### src/verilog/gptc_consts.vh
`ifndef GPTC_CONSTS_VH
`define GPTC_CONSTS_VH
// ---------------------------------------------------------------
// Register byte addresses
// ---------------------------------------------------------------
`define GPTC_ADDR_COUNT     12'h100
`define GPTC_ADDR_PERIOD    12'h104
`define GPTC_ADDR_CONTROL   12'h108
`define GPTC_ADDR_STATUS    12'h10C
`define GPTC_ADDR_MASK      12'h110
`define GPTC_ADDR_W         12
// ---------------------------------------------------------------
// Control fields
// ---------------------------------------------------------------
`define GPTC_CTL_ON         15
`define GPTC_CTL_SIDL       13
`define GPTC_CTL_GATE       6
`define GPTC_CTL_PS_HI      5
`define GPTC_CTL_PS_LO      4
`define GPTC_CTL_SYNC       2
`define GPTC_CTL_CS         1
`define GPTC_CTL_WMASK      16'hA076
`define GPTC_CTL_RESET      16'h0000
`define GPTC_COUNT_RESET    16'h0000
`define GPTC_PERIOD_RESET   16'hFFFF
// ---------------------------------------------------------------
// Status bits
// ---------------------------------------------------------------
`define GPTC_ST_MATCH       0
`define GPTC_ST_GATEFALL    1
`define GPTC_ST_W           2
// ---------------------------------------------------------------
// Prescale select codes and terminal counts
// ---------------------------------------------------------------
`define GPTC_PS_1           2'h0
`define GPTC_PS_8           2'h1
`define GPTC_PS_64          2'h2
`define GPTC_PS_W           8
`define GPTC_PS_T8          8'h07
`define GPTC_PS_T64         8'h3F
`define GPTC_PS_T256        8'hFF
`endif

### src/verilog/gptc_timer.v
// Chosen here: register access over APB and the address map.
`timescale 1ns/1ps
`include "gptc_consts.vh"
// Operation
// Timer mode counts cycles, wraps at period
// Idle with stop bit halts counting
// Sync counter counts synchronised external edges
// Async counter counts external edges, wraps
// Async mode halts in idle if stop
// Gated mode counts only while gate high
// Gating needs timer on, internal clock
// Prescale divides by 1, 8, 64, 256
// Prescaler clears on count write, off, reset
// Prescaler frozen while timer disabled
// Control write leaves count unchanged
// Interrupt on match and gate fall
// Sleep counts only on, external, async
// Match flag set by hardware, software clears
// Count and period 16-bit read/write
module gptc_timer #(
   parameter CNT_W = 16
) (
   input  wire        core_clk_i,
   input  wire        rst_n_i,
   input  wire        psel_i,
   input  wire        penable_i,
   input  wire        pwrite_i,
   input  wire [11:0] paddr_i,
   input  wire [31:0] pwdata_i,
   output reg  [31:0] prdata_o,
   output reg         pready_o,
   output reg         pslverr_o,
   input  wire        idle_i,
   input  wire        sleep_i,
   input  wire        gate_clock_pin_i,
   output reg         irq_o
);
   // ------------------------------------------------------------
   // Reset release and pin synchronisation
   // ------------------------------------------------------------
   reg  rst_meta_reg;
   reg  rst_sync_reg;
   wire rst_n;
   wire pin_sync;
   wire idle_sync;
   wire sleep_sync;

   always @(posedge core_clk_i or negedge rst_n_i) begin
      if (!rst_n_i) begin
         rst_meta_reg <= 1'b0;
         rst_sync_reg <= 1'b0;
      end else begin
         rst_meta_reg <= 1'b1;
         rst_sync_reg <= rst_meta_reg;
      end
   end
   assign rst_n = rst_sync_reg;

   gptc_sync2 u_sync_pin (
      .core_clk_i (core_clk_i),
      .rst_n_i    (rst_n),
      .d_i        (gate_clock_pin_i),
      .q_o        (pin_sync)
   );
   gptc_sync2 u_sync_idle (
      .core_clk_i (core_clk_i),
      .rst_n_i    (rst_n),
      .d_i        (idle_i),
      .q_o        (idle_sync)
   );
   gptc_sync2 u_sync_sleep (
      .core_clk_i (core_clk_i),
      .rst_n_i    (rst_n),
      .d_i        (sleep_i),
      .q_o        (sleep_sync)
   );

   // ------------------------------------------------------------
   // Registers
   // ------------------------------------------------------------
   reg  [CNT_W-1:0]         count_value_reg;
   reg  [CNT_W-1:0]         period_value_reg;
   reg  [15:0]              timer_control_reg;
   reg  [`GPTC_ST_W-1:0]    status_reg;
   reg  [`GPTC_ST_W-1:0]    mask_reg;
   reg                      pin_prev_reg;

   wire timer_on             = timer_control_reg[`GPTC_CTL_ON];
   wire stop_in_idle         = timer_control_reg[`GPTC_CTL_SIDL];
   wire gated_accumulate     = timer_control_reg[`GPTC_CTL_GATE];
   wire clock_source_select  = timer_control_reg[`GPTC_CTL_CS];
   wire external_sync_select = timer_control_reg[`GPTC_CTL_SYNC];
   wire [1:0] prescale_select =
      timer_control_reg[`GPTC_CTL_PS_HI:`GPTC_CTL_PS_LO];

   wire access  = psel_i && penable_i;
   wire wr      = access && pwrite_i;
   wire rd      = access && !pwrite_i;
   wire wr_cnt  = wr && (paddr_i == `GPTC_ADDR_COUNT);
   wire wr_per  = wr && (paddr_i == `GPTC_ADDR_PERIOD);
   wire wr_ctl  = wr && (paddr_i == `GPTC_ADDR_CONTROL);
   wire wr_mask = wr && (paddr_i == `GPTC_ADDR_MASK);
   wire rd_stat = rd && (paddr_i == `GPTC_ADDR_STATUS);
   wire mapped  = (paddr_i == `GPTC_ADDR_COUNT) || (paddr_i == `GPTC_ADDR_PERIOD) ||
                  (paddr_i == `GPTC_ADDR_CONTROL) || (paddr_i == `GPTC_ADDR_STATUS) ||
                  (paddr_i == `GPTC_ADDR_MASK);

   // ------------------------------------------------------------
   // Count source selection
   // ------------------------------------------------------------
   wire pin_rise = pin_sync && !pin_prev_reg;
   wire pin_fall = !pin_sync && pin_prev_reg;
   wire gating   = timer_on && gated_accumulate && !clock_source_select;
   // Idle halts every mode when the stop bit is set
   wire idle_hold  = idle_sync && stop_in_idle;
   // Sleep only lets the external asynchronous counter run
   wire sleep_hold = sleep_sync &&
                     !(clock_source_select && !external_sync_select);
   reg  raw_tick;

   always @* begin
      raw_tick = 1'b0;
      if (clock_source_select) begin
         raw_tick = pin_rise;
      end else if (gated_accumulate) begin
         raw_tick = pin_sync;
      end else begin
         raw_tick = 1'b1;
      end
   end

   wire run_tick = timer_on && !idle_hold && !sleep_hold && raw_tick;
   wire ps_clear = wr_cnt || (wr_ctl && timer_on && !pwdata_i[`GPTC_CTL_ON]);
   wire ps_tick;

   gptc_prescaler u_prescaler (
      .core_clk_i (core_clk_i),
      .rst_n_i    (rst_n),
      .tick_i     (run_tick),
      .clear_i    (ps_clear),
      .select_i   (prescale_select),
      .tick_o     (ps_tick)
   );

   // ------------------------------------------------------------
   // Counter
   // ------------------------------------------------------------
   wire at_match = (count_value_reg == period_value_reg);
   wire match_ev = ps_tick && at_match && !wr_cnt;
   wire gate_ev  = gating && pin_fall;

   always @(posedge core_clk_i or negedge rst_n) begin
      if (!rst_n) begin
         count_value_reg <= `GPTC_COUNT_RESET;
         pin_prev_reg    <= 1'b0;
      end else begin
         pin_prev_reg <= pin_sync;
         if (wr_cnt) begin
            count_value_reg <= pwdata_i[CNT_W-1:0];
         end else if (ps_tick) begin
            if (at_match) begin
               count_value_reg <= {CNT_W{1'b0}};
            end else begin
               count_value_reg <= count_value_reg + 1'b1;
            end
         end
      end
   end

   // ------------------------------------------------------------
   // Control, period, mask and status
   // ------------------------------------------------------------
   wire [`GPTC_ST_W-1:0] events;
   assign events = {gate_ev, match_ev};

   always @(posedge core_clk_i or negedge rst_n) begin
      if (!rst_n) begin
         period_value_reg  <= `GPTC_PERIOD_RESET;
         timer_control_reg <= `GPTC_CTL_RESET;
         mask_reg          <= {`GPTC_ST_W{1'b0}};
         status_reg        <= {`GPTC_ST_W{1'b0}};
      end else begin
         if (wr_per) begin
            period_value_reg <= pwdata_i[CNT_W-1:0];
         end
         if (wr_ctl) begin
            timer_control_reg <= pwdata_i[15:0] & `GPTC_CTL_WMASK;
         end
         if (wr_mask) begin
            mask_reg <= pwdata_i[`GPTC_ST_W-1:0];
         end
         // New events win over the read-clear
         if (rd_stat) begin
            // Clear only the bits this read reported
            status_reg <= (status_reg & ~prdata_o[`GPTC_ST_W-1:0]) | events;
         end else begin
            status_reg <= status_reg | events;
         end
      end
   end

   // ------------------------------------------------------------
   // APB response and interrupt
   // ------------------------------------------------------------
   reg [31:0] rd_mux;

   always @* begin
      rd_mux = 32'h00000000;
      case (paddr_i)
         `GPTC_ADDR_COUNT:   rd_mux[CNT_W-1:0] = count_value_reg;
         `GPTC_ADDR_PERIOD:  rd_mux[CNT_W-1:0] = period_value_reg;
         `GPTC_ADDR_CONTROL: rd_mux[15:0] = timer_control_reg;
         `GPTC_ADDR_STATUS:  rd_mux[`GPTC_ST_W-1:0] = status_reg;
         `GPTC_ADDR_MASK:    rd_mux[`GPTC_ST_W-1:0] = mask_reg;
         default:            rd_mux = 32'h00000000;
      endcase
   end

   always @(posedge core_clk_i or negedge rst_n) begin
      if (!rst_n) begin
         prdata_o  <= 32'h00000000;
         pready_o  <= 1'b0;
         pslverr_o <= 1'b0;
         irq_o     <= 1'b0;
      end else begin
         pready_o  <= psel_i && !penable_i;
         pslverr_o <= psel_i && !penable_i && !mapped;
         if (psel_i && !penable_i && !pwrite_i) begin
            prdata_o <= rd_mux;
         end
         irq_o <= |(status_reg & mask_reg);
      end
   end
endmodule // gptc_timer

### src/verilog/gptc_sync2.v
`timescale 1ns/1ps
// ---------------------------------------------------------------
// Two-flop level synchroniser
// ---------------------------------------------------------------
module gptc_sync2 (
   input  wire core_clk_i,
   input  wire rst_n_i,
   input  wire d_i,
   output wire q_o
);
   reg meta_reg;
   reg sync_reg;

   always @(posedge core_clk_i or negedge rst_n_i) begin
      if (!rst_n_i) begin
         meta_reg <= 1'b0;
         sync_reg <= 1'b0;
      end else begin
         meta_reg <= d_i;
         sync_reg <= meta_reg;
      end
   end

   assign q_o = sync_reg;
endmodule // gptc_sync2

### src/verilog/gptc_prescaler.v
`timescale 1ns/1ps
`include "gptc_consts.vh"
// ---------------------------------------------------------------
// Prescaler: divides count enables by 1, 8, 64 or 256
// ---------------------------------------------------------------
module gptc_prescaler (
   input  wire       core_clk_i,
   input  wire       rst_n_i,
   input  wire       tick_i,
   input  wire       clear_i,
   input  wire [1:0] select_i,
   output wire       tick_o
);
   reg  [`GPTC_PS_W-1:0] count_reg;
   reg  [`GPTC_PS_W-1:0] terminal;

   always @* begin
      case (select_i)
         `GPTC_PS_1:  terminal = {`GPTC_PS_W{1'b0}};
         `GPTC_PS_8:  terminal = `GPTC_PS_T8;
         `GPTC_PS_64: terminal = `GPTC_PS_T64;
         default:     terminal = `GPTC_PS_T256;
      endcase
   end

   assign tick_o = tick_i && (count_reg >= terminal);

   always @(posedge core_clk_i or negedge rst_n_i) begin
      if (!rst_n_i) begin
         count_reg <= {`GPTC_PS_W{1'b0}};
      end else if (clear_i) begin
         count_reg <= {`GPTC_PS_W{1'b0}};
      end else if (tick_i) begin
         if (count_reg >= terminal) begin
            count_reg <= {`GPTC_PS_W{1'b0}};
         end else begin
            count_reg <= count_reg + 1'b1;
         end
      end
   end
endmodule // gptc_prescaler

### config.mk
export PLATFORM = sky130hd
export DESIGN_NAME = gptc_timer
export DESIGN_NICKNAME = d
export VERILOG_FILES = /design/src/verilog/gptc_timer.v /design/src/verilog/gptc_sync2.v /design/src/verilog/gptc_prescaler.v
export VERILOG_INCLUDE_DIRS = /design/src /design/src/verilog
export SDC_FILE = /design/constraint.sdc
export NUM_CORES = 1
export LEC_CHECK = 0
export BUFFER_PORTS_ARGS = -buffer_cell sky130_fd_sc_hd__buf_2
export CORE_MARGIN = 2
export CORE_UTILIZATION = 30
export CTS_BUF_LIST = sky130_fd_sc_hd__clkbuf_8
export DETAILED_ROUTE_END_ITERATION = 8
export PLACE_DENSITY = 0.56
export SLEW_MARGIN = 20
export SYNTH_ARGS = -nofsm -noshare
export SYNTH_HDL_FRONTEND = slang
export SYNTH_SLANG_ARGS = --single-unit
### constraint.sdc
create_clock -name core_clk_i -period 4.2 [get_ports core_clk_i]
set_input_delay 0.63 -clock core_clk_i [delete_from_list [all_inputs] [get_ports core_clk_i]]
set_output_delay 0.63 -clock core_clk_i [all_outputs]
set_load 0.005 [all_outputs]
==> results by group <==
Critical path
  – Critical path buffers and inverters: 0
  – CP startpoint: timer_control_reg[5]
  – Worst r2r dst: count_value_reg[4]
  – R2r setup slk: 1.41 ns
  – Worst EP required: 4.49 ns
  – Crit path DAT: 3.08 ns
  – Worst R2R Path Depth: 8
  – Crit path cell chain: nand2_1 > ha_1 > and4_1 > o211a_1 > a211o_1 > nand4_1 > or3b_2 > nand3_1
  – Critical path class: reg2reg
  – Top delay family on crit path: simple AND/OR/NAND/NOR gates
  – Slowest CP cell: or3b_2
  – Worst Setup End Kind: flip-flop
  – Crit Path Max Fanout: 12
  – Critical Path Source Type: flip-flop
  – FF-to-FF Start: timer_control_reg[5]
  – Max stage delay on crit path: 0.63 ns

Placement
  – PortBufs: 54
  – GPL Wtd Cong: 0.8185
  – Detailed Place HPWL: 7.755 mm
  – Area after DPL: ~0.0046 mm²

STA
  – Setup TNS: 0 ns
  – Fmax: 358.2 MHz
  – Rel. slew slack: 0.3387
  – Min Tclk post-route: 2.792 ns
  – RSZ-0062 raised after global routing: no
  – Worst-margin pin slew: about 0.99 ns
  – Clock skew: 0.008473 ns
  – Final Hold Fails: 0
  – Final setup violation count: 0
  – Slew Limit Fails: 0
  – Fin crit share: 0.6647

Floorplan
  – Die Width: 122.8 µm
  – Core area: 0.01383 mm²
  – Chip height: 122.8 µm
  – Die area: approximately 0.015 mm²
  – Row count: 43
  – Initial core utilization: 0.3064
  – # IOs: 87

Logic synthesis
  – Synth top cells by count: dfrtp_1 (63), nand2_1 (51), o21ai_0 (32), mux2_2 (25), buf_4 (17)
  – Synth top area share: 0.3721
  – Main synth FF type: dfrtp_1
  – Syn_area_per_cell: 10.31 µm²
  – Yosys reg bits: 79
  – Synth area leader: dfrtp_1
  – Mapped cell area: 0.004237 mm²
  – Sequential share of the synthesized area: 0.4714
  – Post-synth EDFFs: 0
  – Yosys warns: 0
  – FFs w/ async S/R, synth: 1.000
  – Library cells used by synthesis: 56
  – Cell with the most instances after synthesis: dfrtp_1
  – Post-synthesis cell count: 411
  – Top area cells in the synthesized netlist: dfrtp_1 (37%), dfstp_2 (9.9%), mux2_2 (6.6%), nand2_1 (4.5%), o21ai_0 (3.8%)

Route
  – Post-DRT Antenna Nets: 0
  – Vias: 3294
  – Pre-antenna DRT Iters: 5
  – Routed Wire Length: 10.52 mm
  – Drt via density: 5.083
  – Initial DRC count: 211
  – WL/cell: roughly 16 µm
  – DRC violations left: 0

Power and ir drop
  – Flop pwr share: 0.559
  – Cell Pwr Density: 293.0 mW/mm²
  – Switching share of power: 0.2352
  – VDD IR max: 0.1097 mV
  – Logic pwr share: 0.040
  – Leakage: between 2 and 2.5 nW
  – Clock power share: 0.401
  – P_int: between 1 and 1.5 mW
  – NetSw: 332.5 µW

GRT
  – Initial antenna violation count: 1
  – Pin count of the biggest net entering global routing: 78
  – Gr usage total: 0.1463
  – First-pass GRT wire length: between 15 and 20 mm
  – Vias in the first global route: 3156
  – Grt total ovfl: 0

Cells and area
  – Register area: about 0.0020 mm²
  – Fillers: ~1.4k
  – P&R area growth vs syn: 13.88%
  – Multi-input logic area: 0.002074 mm²
  – Layout Nets: 522
  – Layout cells sized above 1: 0.2655
  – Finished Cell Area: 0.004825 mm²

Clocking
  – Htree depth: 3
  – Clk_lat worst skew: 0.35 ns
  – TritonCTS buffer count: 9
  – CTS Hold Buffers Added: 0
  – Resize count post-CTS: 0
  – Clock Tree Buf Depth: 2
  – Clock Tree Root: clkbuf_8
  – Post-CTS setup repair buffer count: 0
  – Clock slew at reported path FFs: 0.08 ns
  – # clock sinks: 79
  – CTS tree: yes

Run
  – MaxCap Viol Count: 0

Status
  – Outcome: finished, final reports clean

Hold path
  – Worst hold-check path type: in2async
## cell families after synthesis
family                     synth area share
buffers and inverters               0.05227
muxes                               0.07590
other                              0.001773
DFF                                  0.4714
xor gates and xnor gates            0.03721
AOI/OAI and AO/OA                    0.1577
adders and majority gates           0.02363
and+or+nand+nor                      0.1802
## power groups by stage
stage	Combinational [mW]	Sequential, mW	Clock (mW)
6_report	0.0565	0.790	0.567
4_1_cts	0.0569	0.791	0.585
3_5_place_dp	0.0567	0.806	0
5_1_grt	0.0640	0.794	0.620
3_3_place_gp	0.0552	0.805	0
2_1_floorplan	0.0347	0.799	0
## routing by layer
layer / share of wire / wire, µm / global-route usage
met4: 0.0096 / 101 / 0.05460
met5: 0 / 0 / 0
met2: 0.45 / 4740 / 0.2203
met3: 0.063 / 665 / 0.03299
met1: 0.48 / 5014 / 0.2044
## worst max path at each step
| stage | endpoint | cells past startpoint |
|---|---|---|
| 5_1_grt | count_value_reg[4] | 8 |
| 3_3_place_gp | count_value_reg[4] | 8 |
| 4_1_cts | count_value_reg[4] | 8 |
| 3_5_place_dp | count_value_reg[4] | 8 |
| 6_report | count_value_reg[4] | 8 |
| 2_1_floorplan | count_value_reg[0] | 0 |
## metrics by stage
stage	instances	power (mW)	setup WS [ns]	hold WS [ns]	util
floorplan	426	0.8340	1.865	0.3312	-
global placement	631	0.8604	1.458	0.3378	0.3344
detailed placement	631	0.8623	1.434	0.3402	0.3344
CTS	647	1.433	1.409	0.01844	0.3487
global route	647	1.478	1.241	0.02189	0.3487
finish	648	1.414	1.408	0.04027	0.3489
## cells in the final DEF, fill, tap and decap left out, types with 3 or more instances in the layout
cell type / netlist / final
a211o_1: 3 / 3
a21o_1: 5 / 5
a21oi_1: 9 / 9
a221o_1: 4 / 4
a222oi_1: 4 / 4
a22oi_1: 10 / 10
and2_1: 7 / 7
and3_1: 9 / 9
and4_1: 5 / 5
buf_2: 6 / 54
buf_4: 17 / 3
clkbuf_8: 0 / 10
clkinvlp_4: 0 / 3
conb_1: 2 / 17
dfrtp_1: 63 / 62
dfstp_2: 16 / 16
ha_1: 8 / 8
inv_1: 8 / 9
mux2_2: 25 / 25
mux2i_1: 4 / 4
nand2_1: 51 / 51
nand2b_1: 4 / 4
nand3_1: 11 / 11
nand4_1: 6 / 6
nor2_1: 13 / 13
nor2b_1: 3 / 3
nor3_1: 12 / 12
nor4_1: 4 / 4
nor4_4: 3 / 3
o21ai_0: 32 / 32
o311ai_0: 6 / 6
o31ai_1: 3 / 3
or4_1: 3 / 3
xor2_1: 16 / 16
## layout make-up
class / instances / share of cell area
inverter: 8 / 0.006224
timing repair buffer: 57 / 0.06068
clock inverter: 6 / 0.01271
sequential: 79 / 0.4147
tap: 180 / 0.04668
antenna: 1 / 0.0005187
clock buffer: 10 / 0.02853
multi-input combinational: 307 / 0.4300
(Power assumes the default switching activity.)
